===== config.mk =====
export PLATFORM = sky130hd
export DESIGN_NAME = gpio_led_pin_config
export DESIGN_NICKNAME = d
export VERILOG_FILES = /design/src/gpio_led_pkg.sv /design/src/gpio_led_pin_config.sv
export VERILOG_INCLUDE_DIRS = /design/src
export SDC_FILE = /design/constraint.sdc
export NUM_CORES = 1
export LEC_CHECK = 0
export BUFFER_PORTS_ARGS = -buffer_cell sky130_fd_sc_hd__buf_2
export CAP_MARGIN = 10
export CELL_PAD_IN_SITES_DETAIL_PLACEMENT = 1
export CELL_PAD_IN_SITES_GLOBAL_PLACEMENT = 2
export CORE_MARGIN = 1.5
export CORE_UTILIZATION = 27
export DETAILED_ROUTE_END_ITERATION = 6
export GPL_TIMING_DRIVEN = 0
export PLACE_DENSITY = 0.85
export SLEW_MARGIN = 20
export SYNTH_ARGS = -nofsm -noshare
export SYNTH_HDL_FRONTEND = slang
export SYNTH_SLANG_ARGS = --single-unit

===== constraint.sdc =====
create_clock -name pclk -period 1.8 [get_ports pclk]
set_input_delay 0.36 -clock pclk [delete_from_list [all_inputs] [get_ports pclk]]
set_output_delay 0.36 -clock pclk [all_outputs]
set_load 0.03 [all_outputs]

===== src/gpio_led_map.svh =====
// Purpose: Offsets, field positions and reset values for the pin function block
// Assumes: APB slave, 32-bit words, byte addresses as printed
// Notes: Types live in gpio_led_pkg
// How it works
// - A set lamp select bit in 30:28 turns its pin into a lamp output, clear leaves it general purpose.
// - A set polarity bit in 26:24 makes a high level the active one, clear makes a low level active.
// - A pin interrupt reaches the host only when its enable bit is also set.
// - The rom pin select field sits in 22:20 with bit 22 most significant.
// - Codes 000, 001, 011, 101, 110, 111 pick the data and clock pin functions as listed.
// - Monitored receive strobes and clocks come from the internal phy, transmit enable from the mac.
// - A set driver type bit in 18:16 gives push-pull, clear gives open-drain.
// - A set direction bit in 10:8 makes the pin an output, clear an input.
// - Bits 3 and 4 drive out-only pins a and b when the select field routes them out.
// - Writes to bits 2:0 drive output pins, reads return the live level of every pin.
`ifndef GPIO_LED_MAP_SVH
`define GPIO_LED_MAP_SVH
`define PIN_CFG_ADDR      12'h088
`define IRQ_STATUS_ADDR   12'h0c0
`define IRQ_ENABLE_ADDR   12'h0c4
`define CFG_WRITE_MASK    32'h7777071f
`define LAMP_LSB          28
`define POL_LSB           24
`define SEL_LSB           20
`define DRV_LSB           16
`define DIR_LSB           8
`define OUTA_BIT          3
`define OUTB_BIT          4
`define CFG_RESET         32'h00000000
`define MIN_PULSE_NS      40
`define CLK_PERIOD_NS     4
`define MIN_PULSE_CYC     ((`MIN_PULSE_NS + `CLK_PERIOD_NS - 1) / `CLK_PERIOD_NS)
`endif


===== src/gpio_led_pkg.sv =====
// Purpose: Types for the pin function block
// Assumes: Nothing beyond the constants header
// Notes: Select codes follow the pin table
package gpio_led_pkg;
   typedef enum logic [2:0] {
      SEL_ROM       = 3'h0,
      SEL_OUT_AB    = 3'h1,
      SEL_RES_2     = 3'h2,
      SEL_OUTA_RXDV = 3'h3,
      SEL_RES_4     = 3'h4,
      SEL_TXEN_OUTB = 3'h5,
      SEL_TXEN_RXDV = 3'h6,
      SEL_CLOCKS    = 3'h7
   } rom_sel_type;

   typedef struct packed {
      logic [31:0] cfg;
      logic [2:0]  sync1;
      logic [2:0]  sync2;
      logic [2:0]  irq_status;
      logic [2:0]  irq_enable;
      logic [31:0] prdata;
      logic        pready;
      logic        pslverr;
      logic        irq;
      logic [2:0]  pin_out;
      logic [2:0]  pin_oe;
      logic        data_out;
      logic        data_oe;
      logic        clock_out;
   } state_type;
endpackage


===== src/gpio_led_pin_config.sv =====
// Purpose: Pin function register, general pins, lamp outputs and rom pin mux
// Assumes: APB master, pins synchronous to pclk after two flops
// Notes: Interrupt status and enable live here as two extra words
//
// The APB register port was decided locally.
`include "gpio_led_map.svh"

module gpio_led_pin_config (
   input  wire logic        pclk,
   input  wire logic        presetn,
   input  wire logic        psel,
   input  wire logic        penable,
   input  wire logic        pwrite,
   input  wire logic [11:0] paddr,
   input  wire logic [31:0] pwdata,
   output logic [31:0]      prdata,
   output logic             pready,
   output logic             pslverr,
   output logic             irq,
   input  wire logic [2:0]  pin_in,
   output logic [2:0]       pin_out,
   output logic [2:0]       pin_oe,
   input  wire logic [2:0]  lamp_in,
   input  wire logic        rom_do,
   input  wire logic        rom_do_oe,
   input  wire logic        rom_clk,
   input  wire logic        phy_rx_dv,
   input  wire logic        phy_tx_clk,
   input  wire logic        phy_rx_clk,
   input  wire logic        mac_tx_en,
   output logic             rom_data_pin_out,
   output logic             rom_data_pin_oe,
   output logic             rom_clock_pin_out
);
   gpio_led_pkg::state_type st_reg, st_next;

   // One pin's drive, lamp or general; open-drain only pulls low
   function automatic logic [1:0] drive(input logic lamp, input logic lamp_v, input logic dir,
                                         input logic pp, input logic v);
      logic val;
      logic en;
      val = lamp ? lamp_v : v;
      en  = lamp | dir;
      if (!pp)
         return {1'b0, en & ~val};
      return {val, en};
   endfunction

   always_comb begin
      logic        acc;
      logic [2:0]  pol;
      logic [2:0]  hit;
      logic [1:0]  d;
      gpio_led_pkg::rom_sel_type sel;
      // Locals start from known values so nothing holds over between passes
      acc = 1'h0;
      pol = 3'h0;
      hit = 3'h0;
      d   = 2'h0;
      sel = gpio_led_pkg::SEL_ROM;
      st_next = st_reg;
      acc = psel & penable;
      // Two flop synchroniser for pins
      st_next.sync1 = pin_in;
      st_next.sync2 = st_reg.sync1;
      pol = st_reg.cfg[`POL_LSB +: 3];
      hit = ~(st_reg.sync2 ^ pol);
      st_next.pready  = acc & ~st_reg.pready;
      st_next.pslverr = 1'b0;
      st_next.prdata  = 32'h00000000;
      // Bus access, one wait state
      if (acc && !st_reg.pready) begin
         unique case (paddr)
            `PIN_CFG_ADDR: begin
               if (pwrite)
                  st_next.cfg = pwdata & `CFG_WRITE_MASK;
               else
                  st_next.prdata = {st_reg.cfg[31:3], st_reg.sync2};
            end
            `IRQ_STATUS_ADDR: begin
               if (!pwrite) begin
                  st_next.prdata = {29'h0, st_reg.irq_status};
                  st_next.irq_status = 3'h0;
               end
            end
            `IRQ_ENABLE_ADDR: begin
               if (pwrite)
                  st_next.irq_enable = pwdata[2:0];
               else
                  st_next.prdata = {29'h0, st_reg.irq_enable};
            end
            default: st_next.pslverr = 1'b1;
         endcase
      end
      // Set wins over read clear
      st_next.irq_status = st_next.irq_status | hit;
      st_next.irq = |(st_next.irq_status & st_next.irq_enable);
      for (int i = 0; i < 3; i++) begin
         d = drive(st_next.cfg[`LAMP_LSB + i], lamp_in[i], st_next.cfg[`DIR_LSB + i],
                   st_next.cfg[`DRV_LSB + i], st_next.cfg[i]);
         st_next.pin_out[i] = d[1];
         st_next.pin_oe[i]  = d[0];
      end
      // Rom pin mux; reserved codes leave pins idle
      sel = gpio_led_pkg::rom_sel_type'(st_next.cfg[`SEL_LSB +: 3]);
      st_next.data_out  = 1'b0;
      st_next.data_oe   = 1'b0;
      st_next.clock_out = 1'b0;
      unique case (sel)
         gpio_led_pkg::SEL_ROM: begin
            st_next.data_out = rom_do;
            st_next.data_oe = rom_do_oe;
            st_next.clock_out = rom_clk;
         end
         gpio_led_pkg::SEL_OUT_AB: begin
            st_next.data_out = st_next.cfg[`OUTA_BIT];
            st_next.data_oe = 1'b1;
            st_next.clock_out = st_next.cfg[`OUTB_BIT];
         end
         gpio_led_pkg::SEL_OUTA_RXDV: begin
            st_next.data_out = st_next.cfg[`OUTA_BIT];
            st_next.data_oe = 1'b1;
            st_next.clock_out = phy_rx_dv;
         end
         gpio_led_pkg::SEL_TXEN_OUTB: begin
            st_next.data_out = mac_tx_en;
            st_next.data_oe = 1'b1;
            st_next.clock_out = st_next.cfg[`OUTB_BIT];
         end
         gpio_led_pkg::SEL_TXEN_RXDV: begin
            st_next.data_out = mac_tx_en;
            st_next.data_oe = 1'b1;
            st_next.clock_out = phy_rx_dv;
         end
         gpio_led_pkg::SEL_CLOCKS: begin
            st_next.data_out = phy_tx_clk;
            st_next.data_oe = 1'b1;
            st_next.clock_out = phy_rx_clk;
         end
         default: begin
            st_next.data_oe = 1'b0;
         end
      endcase
   end

   // State register
   always_ff @(posedge pclk or negedge presetn) begin
      if (!presetn)
         st_reg <= '0;
      else
         st_reg <= st_next;
   end

   assign prdata            = st_reg.prdata;
   assign pready            = st_reg.pready;
   assign pslverr           = st_reg.pslverr;
   assign irq               = st_reg.irq;
   assign pin_out           = st_reg.pin_out;
   assign pin_oe            = st_reg.pin_oe;
   assign rom_data_pin_out  = st_reg.data_out;
   assign rom_data_pin_oe   = st_reg.data_oe;
   assign rom_clock_pin_out = st_reg.clock_out;
endmodule


=== After elaboration in Yosys (flattened, before gate mapping) ===
Cells that the tools add are included.

* Bits in registers: 76
* Input port bits: 62

* Eq/ne operators: 8
* Muxes and demuxes: 23
* Bitwise logic cells: 16
* Reduce and logical (&&, ||, !) cells: 11

{| class="wikitable"
|+ Operators by type and width
! kind !! number
|-
| two-way mux 31 bit || 4
|-
| case mux 32 bit (3 select lines) || 1
|-
| two-way mux 38 bit || 1
|-
| == test 12 x 8 -> 1 bit (second input constant) || 3
|-
| two-way mux 3 bit || 6
|-
| == test 3 bit (second input constant) || 3
|-
| case mux 1 bit (4 select lines) || 2
|-
| OR reduction 2 bit || 4
|-
| two-way mux 2 bit || 3
|-
| OR reduction 3 bit || 2
|-
| AND 1 bit || 5
|-
| two-way mux 1 bit || 5
|-
| OR reduction 5 bit || 1
|-
| inverter 1 bit || 4
|-
| AND 3 bit || 1
|-
| == test 3 x 1 -> 1 bit (second input constant) || 1
|-
| == test 3 x 2 -> 1 bit (second input constant) || 1
|-
| zero test 3 bit || 1
|-
| inverter 3 bit || 1
|-
| OR 1 bit || 3
|-
| OR 3 bit || 1
|-
| AND reduction 3 bit || 1
|-
| bitwise XOR 3 bit || 1
|-
| case mux 1 bit (2 select lines) || 1
|-
| 2 further kinds || 2
|}

=== Depth between registers and ports, before layout ===
* Depth in word-level cells: 7
* Depth in mapped cells: 7
* Gate-level depth less buffers: 6

=== Worst setup path after synthesis ===
Ideal clock, no wire load.

* Path type: register to register
* Start point: register st_reg (netlist bit pready)
* End point: register st_reg (netlist bit irq)
* Setup time: 126 ps
* Data arrival time: 1,910 ps
* Data required time: 1,674 ps
* Slack: -236 ps
* Stages on the path, launching flop included: 7
* Period minus slack after synthesis: 2,036 ps
* Cell sequence: dfrtp_1 and3b_1 clkbuf_2 nand4_2 nor2_1 mux2_2 a221o_1

{| class="wikitable"
|+ RTL lines
! item !! line !! RTL
|-
| start: declaration || gpio_led_pin_config.sv:35 || <nowiki>gpio_led_pkg::state_type st_reg, st_next;</nowiki>
|-
| start signal: assignment || gpio_led_pin_config.sv:151 || <nowiki>st_reg <= st_next;</nowiki>
|}

==> metrics <==
DIE WIDTH 109 um; grt ovf 0; status finished, violations left; core region area 0.0108 mm^2; design area 0.00417 mm^2; Max-Cap Viols 0; final setup margin -106 ps; row cnt 38; failing checks setup timing; share of layout cells above drive strength 1 0.462; number of flops mapped to enable cells by yosys 0; Slew Limit Fails 0; Synth Register Bits 64; DRC 0; Worst-Margin Slew 515 ps; die height 109 um; Syn-to-layout area delta 38.5%; most frequent cells in the layout buf_2, dfrtp_1, buf_4; routed vias 2,336; Starting DRT DRC Count 101; Clock Sinks 64; Num CTS Buffers 9; static leakage 2.19 nW; min Tclk post-route 1910 ps; WP data required 2030 ps; worst vdd ir 0.400 mV; routability cong. 0.815; Clock Path Buffers 2; Main synth FF type dfrtp_1; placed cell areas 0.00373 mm^2; ys async rst share 1.00; most common cell after layout, fill and taps aside buf_2; Avg Inst Size Synth 11.2 um^2; Final Power 3.16 mW; number of flip-flops in the largest register 29; CTS tree done; pwr dens 757 mW/mm^2; Final Cycle Share 1.06; synth warn 0; RSZ-0062 raised after global routing true; Post-Syn Area 0.00301 mm^2; wire length per cell 14.5 um; final hold viol count 0; largest net degree at the start of global routing 49; worst-case reg-to-reg path depth 7; DP Wirelength 5580 um; IO Count 106; Cells after Synth 270; crit path DAT 2130 ps; Initial Utilization 0.278; Layout Nets 449; vias in the first global route 2,370; sequential fraction of the synthesis area 0.532; fmax 525 MHz; DR pass1 iterations 4; worst hold slack 115 ps; ANT cells 0; IO buf count 80; Overall Global Routing Usage 0.140; CP Launch Type flop; worst rel slew slack 0.656; Crit Path Class flop to flop; drt total wl 7710 um; first-pass GRT wire length 12,200 um; H-tree depth 3; Worst setup EP type flop; final cell count without fillers 532; initial antenna violation count 0; Final setup viols 22; placed cell count 502; Clk Latency, worst-skew pair 360 ps; skew final 13.2 ps; Yosys cell types 44; hold depth 1; Worst-path clk slew 80 ps; Vias/cell 4.39; area of the die 0.0118 mm^2; Routed Antenna Nets 0; root buffer cell clkbuf_8; Setup TNS -1230 ps; crit path max fanout 10; HP Class input pin to flop
## worst max-delay path, cell delays in order (launching register included)
cell and delay, ps:
dfrtp_2 400, and3b_1 210, clkbuf_8 150, nand4_4 170, nor2_4 220, buf_6 220, mux2i_1 260, a32oi_1 130
## metal layers
| metal | vias up | GRT usage | part of all wire |
|---|---|---|---|
| li1 | 1117 | - | - |
| met2 | 65 | 0.231 | 0.49 |
| met5 | - | 0 | 0 |
| met1 | 1141 | 0.171 | 0.44 |
| met3 | 13 | 0.0460 | 0.056 |
| met4 | 0 | 0.0536 | 0.017 |
## cell type report
type / instances / area (um^2)
inverter: 12 / 45.0
clock buffer: 14 / 173
buffer: 47 / 364
clock inverter: 2 / 60.1
tap: 140 / 175
timing repair buffer: 95 / 558
sequential: 64 / 1600
multi-input combinational: 158 / 1190
fill: 1237 / 6670
## Yosys cell counts (2+ instances only)
| master | count | area [um^2] |
|---|---|---|
| a21o_1 | 4 | 30.0 |
| a21oi_1 | 5 | 25.0 |
| a22oi_1 | 7 | 52.6 |
| a32oi_1 | 3 | 26.3 |
| and2_1 | 22 | 138 |
| and3_1 | 3 | 18.8 |
| buf_4 | 39 | 293 |
| clkbuf_1 | 4 | 15.0 |
| dfrtp_1 | 64 | 1600 |
| inv_1 | 12 | 45.0 |
| mux2_2 | 11 | 124 |
| mux2i_1 | 9 | 90.1 |
| nand2_1 | 3 | 11.3 |
| nand2b_1 | 2 | 12.5 |
| nand3_1 | 12 | 60.1 |
| nand4_2 | 2 | 25.0 |
| nor2_1 | 19 | 71.3 |
| nor2b_1 | 3 | 18.8 |
| nor3_1 | 3 | 15.0 |
| o2111ai_1 | 2 | 17.5 |
| o211ai_1 | 4 | 30.0 |
| o21a_1 | 2 | 15.0 |
| o21ai_0 | 9 | 45.0 |
| xnor2_1 | 5 | 43.8 |
| xor2_1 | 2 | 17.5 |
## where the power goes
group	switching, mW	total (mW)	internal (mW)
registers	0.00466	1.45	1.45
logic	0.146	0.241	0.0943
clock network	0.570	1.47	0.895
## path summary, 6_finish.rpt
kind | from | to | slack (ps)
worst max register to register | pready | pin_oe[1] | -110
min in group asynchronous | presetn | prdata[2] | 420
worst max-delay path | pready | pin_oe[1] | -110
worst min-delay path | pin_in[1] | st_next[51] | 110
worst min register to register | st_next[50] | st_reg[50] | 350
max in group asynchronous | presetn | pready | 870
## timing repair
action	in CTS	in global routing
endpoints found under the hold margin	16	0
setup buffers	10	3
cloned	0	0
setup endpoints to repair	41	40
gates resized for setup	12	13
hold buffers	1	0
pin swaps	6	1
## cell families (layout without fill, tap and decap cells)
logic type | Yosys count | count (layout) | share of synthesized area
and+or+nand+nor | 78 | 78 | 0.154
DFF | 64 | 64 | 0.532
AOI/OAI and AO/OA | 41 | 41 | 0.0960
xor gates and xnor gates | 7 | 7 | 0.0204
muxes | 20 | 20 | 0.0710
buffers and inverters | 59 | 170 | 0.125
other | 1 | 12 | 0.00125
## per-stage QoR
stage	util	setup WS, ps
floorplan	-	-72.9
global placement	0.342	-758
detailed placement	0.344	-773
CTS	0.380	-101
global route	0.385	-200
finish	0.385	-106
Power figures use the tool's default switching activity.
